**config.mk**
```make
export PLATFORM = sky130hd
export DESIGN_NAME = gpiopc_top
export DESIGN_NICKNAME = d
export VERILOG_FILES = /design/src/core/gpiopc_pkg.sv /design/src/core/gpiopc_sync.sv /design/src/core/gpiopc_pin.sv /design/src/core/gpiopc_top.sv
export VERILOG_INCLUDE_DIRS = /design/src /design/src/core
export SDC_FILE = /design/constraint.sdc
export NUM_CORES = 1
export LEC_CHECK = 0
export ABC_AREA = 1
export BUFFER_PORTS_ARGS = -buffer_cell sky130_fd_sc_hd__buf_2
export CAP_MARGIN = 20
export CORE_UTILIZATION = 40
export DETAILED_ROUTE_END_ITERATION = 10
export GPL_TIMING_DRIVEN = 0
export PLACE_DENSITY = 0.71
export SYNTH_ARGS = -nofsm -noshare
export SYNTH_HDL_FRONTEND = slang
export SYNTH_SLANG_ARGS = --single-unit
```
**constraint.sdc**
```tcl
create_clock -name clk_sys -period 0.8 [get_ports clk_sys]
set_input_delay 0.08 -clock clk_sys [delete_from_list [all_inputs] [get_ports clk_sys]]
set_output_delay 0.08 -clock clk_sys [all_outputs]
set_load 0.01 [all_outputs]
```
**src/core/gpiopc_map.svh**
```systemverilog
/*
 pin-level gpio constants: widths and reset values of port controls.
 assumes inclusion by bare name from the gpiopc design files.
*/
`ifndef GPIOPC_MAP_SVH
`define GPIOPC_MAP_SVH
`define GPIOPC_PA_W        5
`define GPIOPC_PB_W        2
`define GPIOPC_KB_W        4
`define GPIOPC_PA_IN_ONLY  4
`define GPIOPC_PA_RST      5'h00
`define GPIOPC_PB_RST      2'h0
`define GPIOPC_KB_RST      4'h0
`endif

```
**src/core/gpiopc_pkg.sv**
```systemverilog
/*
 types shared by the gpio pin control block.
 assumes gpiopc_map.svh constants.
*/
`include "gpiopc_map.svh"
package gpiopc_pkg;
   // per pin alternate function request
   typedef struct packed {
      logic dig_en;
      logic dig_oe;
      logic dig_out;
      logic ana_en;
   } gpiopc_alt_t;
   // per pin pad controls
   typedef struct packed {
      logic out;
      logic oe;
      logic ie;
      logic pu;
      logic pd;
   } gpiopc_pad_t;
   typedef enum logic [1:0] {
      GPIOPC_SRC_GPIO = 2'b01,
      GPIOPC_SRC_LF   = 2'b10
   } gpiopc_pbmode_t;
endpackage

```
**src/core/gpiopc_sync.sv**
```systemverilog
/*
 two flip-flop synchroniser for a group of pin levels.
 assumes inputs asynchronous to clk_sys.
*/
`timescale 1ns/1ps
`default_nettype none
module gpiopc_sync #(
   parameter int W = 1
) (
   input  wire logic         clk_sys,
   input  wire logic         rstn,
   input  wire logic [W-1:0] din,
   output logic      [W-1:0] dout
);
   logic [W-1:0] meta;
   always_ff @(posedge clk_sys) begin
      if (!rstn) begin
         meta <= '0;
         dout <= '0;
      end else begin
         meta <= din;
         dout <= meta;
      end
   end
endmodule
`default_nettype wire

```
**src/core/gpiopc_pin.sv**
```systemverilog
/*
 one pin's arbitration between gpio, shared digital and analog use.
 assumes registered controls from the port top.
*/
`timescale 1ns/1ps
`default_nettype none
module gpiopc_pin (
   input  wire logic                     dir,
   input  wire logic                     pull_en,
   input  wire logic                     data,
   input  wire logic                     pin_level,
   input  wire logic                     pd_sel,
   input  wire logic                     hiz,
   input  wire gpiopc_pkg::gpiopc_alt_t  alt,
   output gpiopc_pkg::gpiopc_pad_t       pad,
   output logic                          rd
);
   wire ana  = alt.ana_en;
   wire dig  = alt.dig_en & ~ana;
   wire oe_n = dig ? alt.dig_oe : dir;
   // hiz forces driver off; analog disables both buffers
   wire oe   = oe_n & ~ana & ~hiz;
   wire ie   = ~ana;
   // no pull on any output or set direction; none under analog
   wire pull = pull_en & ~oe_n & ~dir & ~ana & ~hiz;
   wire out  = dig ? alt.dig_out : data;
   wire pu   = pull & ~pd_sel;
   wire pd   = pull & pd_sel;
   // read source by direction; disabled input reads zero
   assign rd  = dir ? data : (pin_level & ie);
   // one assignment keeps the whole pad struct on a single driver
   assign pad = {out, oe, ie, pu, pd};
endmodule
`default_nettype wire

```
**src/core/gpiopc_top.sv**
```systemverilog
/*
 seven-pin gpio ports with pull control, first port five pins, second two.
 assumes the cpu side writes through strobes on clk_sys; pads resolve oe.
*/
`timescale 1ns/1ps
`default_nettype none
`include "gpiopc_map.svh"
module gpiopc_top (
   input  wire logic                                    clk_sys,
   input  wire logic                                    rstn,
   input  wire logic                                    first_port_data_we,
   input  wire logic [`GPIOPC_PA_W-1:0]                 first_port_data_wdata,
   input  wire logic                                    first_port_direction_we,
   input  wire logic [`GPIOPC_PA_W-1:0]                 first_port_direction_wdata,
   input  wire logic                                    first_port_pull_enable_we,
   input  wire logic [`GPIOPC_KB_W-1:0]                 first_port_pull_enable_wdata,
   input  wire logic                                    second_port_data_we,
   input  wire logic [`GPIOPC_PB_W-1:0]                 second_port_data_wdata,
   input  wire logic                                    second_port_direction_we,
   input  wire logic [`GPIOPC_PB_W-1:0]                 second_port_direction_wdata,
   input  wire logic                                    second_port_pull_enable_we,
   input  wire logic [`GPIOPC_PB_W-1:0]                 second_port_pull_enable_wdata,
   input  wire logic [`GPIOPC_KB_W-1:0]                 keyboard_wake_pin_enable,
   input  wire logic [`GPIOPC_KB_W-1:0]                 keyboard_wake_edge_select,
   input  wire logic                                    low_frequency_receiver_en,
   input  wire gpiopc_pkg::gpiopc_alt_t [`GPIOPC_PA_W-1:0] first_port_alt,
   input  wire logic [`GPIOPC_PA_W-1:0]                 first_port_pin_in,
   input  wire logic [`GPIOPC_PB_W-1:0]                 second_port_pin_in,
   output gpiopc_pkg::gpiopc_pad_t [`GPIOPC_PA_W-1:0]   first_port_pad,
   output gpiopc_pkg::gpiopc_pad_t [`GPIOPC_PB_W-1:0]   second_port_pad,
   output logic [`GPIOPC_PA_W-1:0]                      first_port_data_rd,
   output logic [`GPIOPC_PA_W-1:0]                      first_port_direction_rd,
   output logic [`GPIOPC_KB_W-1:0]                      first_port_pull_enable_rd,
   output logic [`GPIOPC_PB_W-1:0]                      second_port_data_rd,
   output logic [`GPIOPC_PB_W-1:0]                      second_port_direction_rd,
   output logic [`GPIOPC_PB_W-1:0]                      second_port_pull_enable_rd
);
   // ==========================================================
   // control registers
   logic [`GPIOPC_PA_W-1:0] first_port_data;
   logic [`GPIOPC_PA_W-1:0] first_port_direction;
   logic [`GPIOPC_KB_W-1:0] first_port_pull_enable;
   logic [`GPIOPC_PB_W-1:0] second_port_data;
   logic [`GPIOPC_PB_W-1:0] second_port_direction;
   logic [`GPIOPC_PB_W-1:0] second_port_pull_enable;
   logic [`GPIOPC_PA_W-1:0] pa_sync;
   logic [`GPIOPC_PB_W-1:0] pb_sync;
   logic                    lf_sync;
   logic [`GPIOPC_PA_W-1:0] next_first_port_direction;

   assign next_first_port_direction = first_port_direction_wdata
                                      & ~(`GPIOPC_PA_W'(1) << `GPIOPC_PA_IN_ONLY);

   // reset to inputs, pulls off; data cleared undriven
   always_ff @(posedge clk_sys) begin
      if (!rstn) begin
         first_port_data         <= `GPIOPC_PA_RST;
         first_port_direction    <= `GPIOPC_PA_RST;
         first_port_pull_enable  <= `GPIOPC_KB_RST;
         second_port_data        <= `GPIOPC_PB_RST;
         second_port_direction   <= `GPIOPC_PB_RST;
         second_port_pull_enable <= `GPIOPC_PB_RST;
      end else begin
         // latch all bits regardless of direction
         if (first_port_data_we) begin
            first_port_data <= first_port_data_wdata;
         end
         if (first_port_direction_we) begin
            first_port_direction <= next_first_port_direction;
         end
         if (first_port_pull_enable_we) begin
            first_port_pull_enable <= first_port_pull_enable_wdata;
         end
         if (second_port_data_we) begin
            second_port_data <= second_port_data_wdata;
         end
         if (second_port_direction_we) begin
            second_port_direction <= second_port_direction_wdata;
         end
         if (second_port_pull_enable_we) begin
            second_port_pull_enable <= second_port_pull_enable_wdata;
         end
      end
   end

   // ==========================================================
   // pin level synchronisers
   gpiopc_sync #(.W(`GPIOPC_PA_W)) u_sync_pa (
      .clk_sys (clk_sys),
      .rstn    (rstn),
      .din     (first_port_pin_in),
      .dout    (pa_sync)
   );
   gpiopc_sync #(.W(`GPIOPC_PB_W)) u_sync_pb (
      .clk_sys (clk_sys),
      .rstn    (rstn),
      .din     (second_port_pin_in),
      .dout    (pb_sync)
   );

   // receiver enable is same-clock logic; one flop keeps outputs registered
   always_ff @(posedge clk_sys) begin
      if (!rstn) begin
         lf_sync <= 1'b0;
      end else begin
         lf_sync <= low_frequency_receiver_en;
      end
   end

   // ==========================================================
   // per pin arbitration
   gpiopc_pkg::gpiopc_pad_t [`GPIOPC_PA_W-1:0] pa_pad;
   gpiopc_pkg::gpiopc_pad_t [`GPIOPC_PB_W-1:0] pb_pad;
   logic [`GPIOPC_PA_W-1:0] pa_rd;
   logic [`GPIOPC_PB_W-1:0] pb_rd;
   logic [`GPIOPC_PA_W-1:0] pa_pull_en;
   logic [`GPIOPC_PA_W-1:0] pa_pd_sel;
   // pulldown only when keyboard enabled with edge select set
   assign pa_pull_en = {1'b0, first_port_pull_enable};
   assign pa_pd_sel  = {1'b0, keyboard_wake_pin_enable & keyboard_wake_edge_select};

   // each shared pin follows its enabled peripheral
   for (genvar i = 0; i < `GPIOPC_PA_W; i++) begin : g_pa
      gpiopc_pin u_pin (
         .dir       (first_port_direction[i]),
         .pull_en   (pa_pull_en[i]),
         .data      (first_port_data[i]),
         .pin_level (pa_sync[i]),
         .pd_sel    (pa_pd_sel[i]),
         .hiz       (1'b0),
         .alt       (first_port_alt[i]),
         .pad       (pa_pad[i]),
         .rd        (pa_rd[i])
      );
   end

   // second port has no pulldown and no shared function
   for (genvar j = 0; j < `GPIOPC_PB_W; j++) begin : g_pb
      gpiopc_pin u_pin (
         .dir       (second_port_direction[j]),
         .pull_en   (second_port_pull_enable[j]),
         .data      (second_port_data[j]),
         .pin_level (pb_sync[j]),
         .pd_sel    (1'b0),
         .hiz       (lf_sync),
         .alt       ('0),
         .pad       (pb_pad[j]),
         .rd        (pb_rd[j])
      );
   end

   // ==========================================================
   // registered outputs, one cycle after the controls settle
   always_ff @(posedge clk_sys) begin
      if (!rstn) begin
         first_port_pad             <= '0;
         second_port_pad            <= '0;
         first_port_data_rd         <= '0;
         first_port_direction_rd    <= '0;
         first_port_pull_enable_rd  <= '0;
         second_port_data_rd        <= '0;
         second_port_direction_rd   <= '0;
         second_port_pull_enable_rd <= '0;
      end else begin
         first_port_pad             <= pa_pad;
         second_port_pad            <= pb_pad;
         first_port_data_rd         <= pa_rd;
         first_port_direction_rd    <= first_port_direction;
         first_port_pull_enable_rd  <= first_port_pull_enable;
         second_port_data_rd        <= pb_rd;
         second_port_direction_rd   <= second_port_direction;
         second_port_pull_enable_rd <= second_port_pull_enable;
      end
   end
endmodule
`default_nettype wire

```
==> results of run 1 <==
routing by layer:
| metal | vias to the layer above | track usage [%] | routed length [µm] |
|---|---|---|---|
| met3 | 11 | 5.31 | 341 |
| met1 | 1121 | 21.6 | 2900 |
| li1 | 1306 | - | - |
| met5 | - | 0 | 0 |
| met2 | 82 | 31.7 | 3390 |
| met4 | 0 | 9.09 | 107 |
sequential cells by signal, summed over array words and instances (netlist names):
name,count
u_sync_pb.dout,2
first_port_direction,4
lf_sync,1
second_port_pull_enable,2
first_port_pull_enable,4
first_port_pad,23
second_port_pull_enable_rd,2
second_port_data,2
second_port_pad,7
u_sync_pa.dout,5
first_port_data_rd,5
first_port_data,5
u_sync_pa.meta,5
first_port_direction_rd,4
second_port_direction_rd,2
first_port_pull_enable_rd,4
second_port_data_rd,2
second_port_direction,2
u_sync_pb.meta,2
stage by stage:
step	utilization, %	setup TNS, ps	hold slack [ps]	worst slack (ps)	power, W
2_1_floorplan	-	0	108	116	0.00491
3_3_place_gp	52.5	-1180	200	-74.9	0.00527
3_5_place_dp	52.5	-1650	206	-103	0.00528
4_1_cts	62.2	-3210	-44.2	-165	0.00857
5_1_grt	64.6	-4600	-49.6	-192	0.00900
6_report	64.6	-2300	-26.1	-153	0.00856
synth_stat cells:
cell type	instances
nor2_2	3
nor2_1	45
a21boi_1	1
nand3_1	11
inv_4	1
nor2_4	1
inv_2	3
buf_6	3
o21ai_1	6
o21ai_0	19
inv_1	54
nor3_1	3
dfxtp_1	83
nand2_1	70
a21oi_1	13
buf_4	9
conb_1	1
buf_2	1
critical path, delay by kind of cell (launching register included):
family                 cells  cell delay [ps]
flip-flops                 1              330
buffers and inverters      2              220
power by group through the flow:
stage | Combinational, W | Clock [W] | Sequential [W]
2_1_floorplan | 0.000366 | 0 | 0.00455
3_3_place_gp | 0.000759 | 0 | 0.00451
3_5_place_dp | 0.000771 | 0 | 0.00451
4_1_cts | 0.000927 | 0.00322 | 0.00442
5_1_grt | 0.00109 | 0.00345 | 0.00446
6_report | 0.000987 | 0.00314 | 0.00444
kinds of logic (layout without fill, tap and decap cells):
family / count (synthesis) / after routing / synth area share [%]
and+or+nand+nor: 133 / 133 / 19.5
buffers and inverters: 71 / 240 / 12.0
DFF: 83 / 83 / 61.1
AOI/OAI and AO/OA: 39 / 39 / 7.26
other: 1 / 5 / 0.138
worst min-delay path by stage:
stage                            from                            to  slack (ps)  depth (start not counted)
finish              first_port_alt[0]  first_port_pad[2]$_SDFF_PN0_         -30                          2
global route        first_port_alt[0]  first_port_pad[2]$_SDFF_PN0_         -50                          2
CTS                 first_port_alt[0]  first_port_pad[2]$_SDFF_PN0_         -40                          2
detailed placement               rstn    second_port_pad[2]$_DFF_P_         210                          1
global placement                 rstn    second_port_pad[2]$_DFF_P_         200                          1
floorplan                        rstn    second_port_pad[2]$_DFF_P_         110                          0
repair_timing:
item                                    4_1_cts  5_1_grt
setup buffers                                 0        1
gates resized for setup                      16       36
endpoints found under the hold margin        36        5
hold buffers                                 36        4
endpoints found under the setup margin       53       58
pin swaps                                     0        4
cell type report:
class,count,share of cell area (%)
repair buffers,153,25.8
clock inverters,5,1.86
well taps,77,2.31
multi-input cells,177,18.5
clock buffers,11,3.15
plain buffers,13,2.64
flip-flops and latches,83,40.5
inverters,58,5.28
==> results.yml, run 1 <==
outcome:
  status: "complete, but fails checks"
  violations: "design-rule violations, negative hold slack, negative setup slack"
critical_path:
  ff2ff_path_depth: 5
  cp_max_fo: 2
  critPathLaunch: "second_port_pad[2]$_DFF_P_"
  crit_top_cell: "buf_6"
  crit_path_start_kind: "flop"
  slowest_delay_ps: 330
  worst-r2r-setup-slack_ps: 20
  crit_required_ps: 720
  crit_chain: "buf_6 > buf_6"
  worstReg2RegStart: "first_port_direction[2]$_SDFFE_PN0P_"
  r2r_end: "first_port_pad[10]$_SDFF_PN0_"
  crit_path_end: "second_port_pad[7]"
  cp-end-kind: "output port"
  cpMaxStageDelayCell: "dfxtp_2"
  critPathKind: "reg -> out"
  cp.arrival_ps: 870
layout:
  fin_area_um2: 4170
  antenna_cells: 0
  nets: 559
  instances_no_fill: 577
  areaGrowthSynthToFinish_pct: 53.2
  final_layout_size_suffix_gt1_share_pct: 36.2
  fillers: 559
  regArea_um2: 1690
  final_common_cell: "buf_2"
  multi_input_area_um2: 771
  most-common-layout-cells: "96 x buf_2, 65 x nand2_1, 61 x dfxtp_1, 51 x inv_1, 43 x nor2_1"
die:
  initial_core_util_pct: 42.1
  core_um2: 6460
  rows: 29
  io-pin-count: 119
  fp.dieW_um: 84.5
  die_h_um: 84.5
  dieArea_um2: 7140
power_and_ir_drop:
  vdd_ir_drop_max_mv: 1.27
  p_switching_w: 0.00195
  power_leakage_nw: 2.25
  p_clk_share_pct: 36.7
  p_per_area_nw_per_um2: 2050
  pwr-share-seq_pct: 51.8
  combinationalPowerShare_pct: 11.5
  intPower_w: 0.00661
  swShare_pct: 22.8
grt:
  gr-usage-all-layers_pct: 18.6
  grt_pass1_vias: 2317
  grt_antenna_before_repair: 0
  grt_pass1_wl_mm: 10.1
  overflow: 0
  grt_max_degree: 14
detailed_routing:
  firstDrtPassIters: 7
  drc: 7
  vias: 2520
  wl_per_cell_um: 11.7
  detail_route.vias_per_cell: 4.37
  routed_wl_mm: 6.74
  drt_iter0_drc: 83
  ant_nets: 0
synth:
  yosysTopAreaCell: "dfxtp_1"
  synth_top_cell_area_share_pct: 61.1
  synth_cells: 327
  yosysSeqAreaShare_pct: 61.1
  ys_types: 18
  ys_seq_elements: 83
  synth.area.top_cells: "dfxtp_1 61%, nand2_1 9.7%, inv_1 7.4%"
  syn_area_per_cell_um2: 8.32
  synth_warnings: 0
  syn-cell-area_um2: 2720
flow_run:
  drv_cap: 0
timing:
  slew_violations: 0
  setup_ws_ps: -153
  skew_ps: 6.87
  setup_violations: 50
  rsz0062_at_grt: "true"
  final.period_utilization_pct: 119
  period_minus_slack_ps: 953
  final_hold_viol_count: 1
  fmax_ghz: 1.05
  holdWs_ps: -26.1
clock_tree:
  htree_levels: 3
  cts_tree: "done"
  clock_latency_ps: 330
  root_buffer: "clkbuf_8"
  numCtsBuffers: 9
  cts.clk_slew.worst_paths_ps: 80
  cts_sinks: 83
  clockBufferDepth: 2
min_path:
  min_path_type: "in -> reg"
place:
  gp_congestion: 0.752
  portBuffers: 112
  place_area_um2: 3390
  place_inst: 520
  dp_hpwl_mm: 4.47
(Power assumes the default switching activity.)
==> run 2, diff against run 1 <==
--- a/config.mk
+++ b/config.mk
@@ -6,7 +6,6 @@
 export SDC_FILE = /design/constraint.sdc
 export NUM_CORES = 1
 export LEC_CHECK = 0
-export ABC_AREA = 1
 export BUFFER_PORTS_ARGS = -buffer_cell sky130_fd_sc_hd__buf_2
 export CAP_MARGIN = 20
 export CORE_UTILIZATION = 40
==> run 2 against run 1 <==
Against the previous run: the flow still finishes with violations (design-rule violations, negative hold slack, negative setup slack); combinational power is essentially flat; count of clock-buffer cells in the layout shrank 1; final area grew 5.2%; sequential power is essentially flat; critical path type unchanged; largest power group unchanged.
==> results.yml, run 2 <==
grt:
  top_usage_layer: "met2"
  grt_max_degree: 14
  grt_pass1_vias: 2172
  grt_antenna_before_repair: 0
  grt_use_met1_pct: 20.0
  grt_pass1_wl_mm: 10.2
  grt_use_met3_pct: 4.67
  gr-usage-all-layers_pct: 18.7
  overflow: 0
  use_met2_pct: 36.0
timing:
  setup_violations: 55
  holdWs_ps: -18.4
  setup_ws_ps: -151
  final.period_utilization_pct: 119
  fin_setup_tns_ps: -2620
  period_minus_slack_ps: 951
  slew_violations: 0
  final_hold_viol_count: 1
  fmax_ghz: 1.05
  rsz0062_at_grt: "true"
  skew_ps: 6.29
synth:
  synth-edff-count: 0
  yosysSeqAreaShare_pct: 59.7
  synth_commonest_cells: "83 x dfxtp_1, 34 x nor2b_1, 30 x and2_1, 30 x mux2i_1, 17 x nand2_1"
  ys_types: 22
  synth.area.top_cells: "dfxtp_1 60%, mux2i_1 11%, nor2b_1 7.6%"
  syn_area_per_cell_um2: 11.5
  synth_warnings: 0
  syn-cell-area_um2: 2790
  ys_seq_elements: 83
  synth_cells: 243
  async_flop_share_pct: 0
  synth_flop_cell: "dfxtp_1"
  yosysTopAreaCell: "dfxtp_1"
  yosysMostFrequentCell: "dfxtp_1"
  synth_top_cell_area_share_pct: 59.7
layout:
  fin_area_um2: 4390
  reg.largest.list: "first_port_pad x23, second_port_pad x7"
  largest_register_ffs: 23
  final_common_cell: "buf_2"
  nets: 476
  final_core_util_pct: 64.9
  final_layout_size_suffix_gt1_share_pct: 44.1
  most-common-layout-cells: "90 x buf_2, 55 x dfxtp_1, 42 x dlygate4sd3_1, 31 x nor2b_1, 30 x and2_1"
  antenna_cells: 0
  multi_input_area_um2: 1120
  areaGrowthSynthToFinish_pct: 57.5
  fillers: 512
  top_register: "first_port_pad"
  instances_no_fill: 497
  regArea_um2: 1700
detailed_routing:
  drt_iter0_drc: 48
  wl_per_cell_um: 14.0
  drc: 3
  routed_wl_mm: 6.95
  firstDrtPassIters: 8
  detail_route.vias_per_cell: 4.44
  vias: 2208
  ant_nets: 0
clock_tree:
  cts_hold_buffers: 43
  root_buffer: "clkbuf_8"
  clock_latency_ps: 340
  cts_sinks: 83
  clockBufferDepth: 2
  htree_levels: 3
  cts_tree: "done"
  numCtsBuffers: 9
  cts.clk_slew.worst_paths_ps: 80
die:
  fp.dieW_um: 85.4
  core_um2: 6760
  io-pin-count: 119
  dieArea_um2: 7300
  initial_core_util_pct: 41.2
  rows: 30
  die_h_um: 85.4
place:
  place_inst: 436
  dp_hpwl_mm: 4.30
  place_area_um2: 3450
  gp_congestion: 0.728
  portBuffers: 109
critical_path:
  critPathKind: "reg -> out"
  crit_path_start_kind: "flop"
  cp-end-kind: "output port"
  cp_max_fo: 2
  cp.arrival_ps: 870
  crit_required_ps: 720
power_and_ir_drop:
  power_leakage_nw: 2.04
  p_per_area_nw_per_um2: 1960
  total_power_w: 0.00858
  vdd_ir_drop_max_mv: 1.02
outcome:
  status: "complete, but fails checks"
  violations: "design-rule violations, negative hold slack, negative setup slack"
min_path:
  min_path_type: "in -> reg"
flow_run:
  drv_cap: 0
[run 2: worst max-delay path, stage by stage (launching register included)]
cell	delay, ps
dfxtp_2	330
buf_6	100
buf_6	110
[run 2: logic make-up after synthesis]
logic type | after synthesis | share of synthesized area, %
compound gates | 12 | 3.50
other cells | 1 | 0.135
buf+inv | 18 | 4.27
flops | 83 | 59.7
simple gates | 99 | 21.7
mux | 30 | 10.8
[run 2: worst paths after layout]
path	start	to	slack, ps	cells after the start
max	second_port_pad[2]$_DFF_P_	second_port_pad[7]	-150	2
min	first_port_alt[0]	first_port_pad[2]$_SDFF_PN0_	-20	2
max reg2reg	first_port_direction[1]$_SDFFE_PN0P_	first_port_pad[5]$_SDFF_PN0_	-50	2
min reg2reg	u_sync_pb.meta[0]$_SDFF_PN0_	u_sync_pb.dout[0]$_SDFF_PN0_	440	1
[run 2: through the flow]
stage	setup slack (ps)	hold WS, ps
after global routing	-178	-17.1
final	-151	-18.4
after CTS	-162	-40.2
after detailed placement	-223	205
after floorplan	58.5	108
after global placement	-210	203
[run 2: area by class of cell]
type                    count  area share (%)
clock inverters             6            1.83
multi-input cells         146            25.5
well taps                  80            2.28
clock buffers              10            2.91
flip-flops and latches     83            38.8
plain buffers              18            2.80
repair buffers            154            25.9
[run 2: repair_timing]
action | in CTS | in global routing
cloned | 0 | 0
resized for setup | 31 | 38
hold endpoints to repair | 36 | 1
setup endpoints to repair | 56 | 59
setup buffers | 2 | 0
pin swaps | 2 | 2
[run 2: per-layer routing]
layer	vias up	share of wire (%)
li1	1125	-
met1	1011	41
met2	65	54
met3	7	3.6
met4	0	1.1
met5	-	0
[run 2: power breakdown]
group,switching (W),leakage [nW],internal [W]
Clock,0.00141,0.110,0.00174
Combinational,0.000408,1.24,0.000605
Sequential,0.0000995,0.693,0.00432
Total,0.00192,2.04,0.00666
==> run 3, diff against run 2 <==
--- a/config.mk
+++ b/config.mk
@@ -8,6 +8,7 @@
 export LEC_CHECK = 0
 export BUFFER_PORTS_ARGS = -buffer_cell sky130_fd_sc_hd__buf_2
 export CAP_MARGIN = 20
+export CORE_ASPECT_RATIO = 2
 export CORE_UTILIZATION = 40
 export DETAILED_ROUTE_END_ITERATION = 10
 export GPL_TIMING_DRIVEN = 0
==> run 3 against run 2 <==
Against the previous run: the run ends with negative setup slack left; setup slack better by 8.1 ps; register-to-register slack gained 30 ps; combinational power is 4% lower; clock power rose by 28%; count of clock-buffer cells in the layout increased by 3; sequential share of layout area down 0.076 points.
==> results.yml, run 3 (synthesis gave the netlist of run 2 again) <==
outcome:
  status: "complete, but fails checks"
  violations: "negative setup slack"
power_and_ir_drop:
  vdd_ir_drop_max_mv: 1.63
  p_per_area_nw_per_um2: 2140
  total_power_w: 0.00942
  power_leakage_nw: 2.05
detailed_routing:
  detail_route.vias_per_cell: 4.58
  ant_nets: 0
  vias: 2255
  wl_per_cell_um: 14.2
  routed_wl_mm: 7.00
  drt_iter0_drc: 83
  drc: 0
  firstDrtPassIters: 4
layout:
  fillers: 516
  areaGrowthSynthToFinish_pct: 58.0
  most-common-layout-cells: "84 x buf_2, 51 x dfxtp_1, 32 x nor2b_1, 31 x dfxtp_2, 31 x dlygate4sd3_1"
  multi_input_area_um2: 1110
  final_layout_size_suffix_gt1_share_pct: 44.8
  nets: 464
  final_core_util_pct: 65.9
  regArea_um2: 1700
  instances_no_fill: 492
  final_common_cell: "buf_2"
  antenna_cells: 0
  reg.largest.list: "first_port_pad x23, second_port_pad x7"
  largest_register_ffs: 23
  top_register: "first_port_pad"
timing:
  setup_violations: 52
  fin_setup_tns_ps: -1640
  period_minus_slack_ps: 942
  setup_ws_ps: -142
  skew_ps: 4.72
  holdWs_ps: 9.20
  slew_violations: 0
  rsz0062_at_grt: "true"
  fmax_ghz: 1.06
  final_hold_viol_count: 0
  final.period_utilization_pct: 118
place:
  place_inst: 444
  dp_hpwl_mm: 4.50
  portBuffers: 109
  gp_congestion: 0.744
die:
  initial_core_util_pct: 41.7
  fp.dieW_um: 61.0
  rows: 42
  core_um2: 6670
  dieArea_um2: 7320
  io-pin-count: 119
  die_h_um: 120
clock_tree:
  cts_sinks: 83
  cts_tree: "done"
  numCtsBuffers: 9
  clock_latency_ps: 330
  cts.clk_slew.worst_paths_ps: 60
  root_buffer: "clkbuf_16"
  clockBufferDepth: 2
  htree_levels: 3
critical_path:
  critPathKind: "reg -> out"
  crit_required_ps: 720
  cp.arrival_ps: 860
  ff2ff_path_depth: 2
  cp-end-kind: "output port"
  cp_max_fo: 2
  crit_path_start_kind: "flop"
grt:
  grt_pass1_wl_mm: 10.3
  grt_antenna_before_repair: 0
  grt_max_degree: 13
  grt_pass1_vias: 2257
  overflow: 0
  gr-usage-all-layers_pct: 20.0
min_path:
  min_path_type: "in -> reg"
  hold-path-cell-count: 3
flow_run:
  drv_cap: 0
-- run 3: cell types whose count changed in the layout (fill, tap and decap cells not counted), sizes merged --
cell / delta
dlygate4sd3: -11
buf: -3
clkbuf: +3
clkinv: -3
dlymetal6s4s: +2
bufinv: -1
-- run 3: critical path: stages, from the launching register on --
cell and delay, ps:
dfxtp_2 320, buf_6 110, buf_6 110
-- run 3: worst paths after layout --
check	start	endpoint	slack [ps]
hold reg to reg	u_sync_pa.dout[3]$_SDFF_PN0_	first_port_data_rd[3]$_SDFF_PN0_	430
hold / removal	first_port_alt[9]	first_port_pad[14]$_SDFF_PN0_	9
setup / recovery	second_port_pad[2]$_DFF_P_	second_port_pad[7]	-140
setup reg to reg	first_port_direction[0]$_SDFFE_PN0P_	first_port_pad[0]$_SDFF_PN0_	-20
-- run 3: metal layers --
metal  share of wire (%)  vias up  wire, µm  global-route usage, %
met5                   0        -         0                      0
met4                 1.8        0       125                   9.52
met3                 5.1       10       357                   6.25
met2                  58       85      4070                   37.0
met1                  35     1052      2450                   18.6
li1                    -     1108         -                      -
-- run 3: report_power, final --
group,internal [W],switching (W)
combinational,0.000573,0.000396
sequential,0.00433,0.0000954
clock,0.00256,0.00146
total,0.00746,0.00195
-- run 3: cell type report --
cell class,count,area share (%)
timing repair buffer,142,23.9
buffer,18,2.79
clock inverter,2,0.796
sequential,83,38.7
clock buffer,13,5.91
multi-input combinational,146,25.3
tap,88,2.50
-- run 3: what timing repair did --
item | in CTS | in global routing
pin swaps | 5 | 6
endpoints found under the hold margin | 24 | 1
resized for setup | 25 | 49
setup buffers | 2 | 1
endpoints found under the setup margin | 54 | 66
hold buffers | 33 | 1
-- run 3: stage by stage --
| step | cell area (µm²) | setup slack (ps) |
|---|---|---|
| 2_1_floorplan | 2800 | 58.5 |
| 3_3_place_gp | 3460 | -232 |
| 3_5_place_dp | 3460 | -234 |
| 4_1_cts | 4220 | -148 |
| 5_1_grt | 4400 | -180 |
| 6_report | 4400 | -142 |
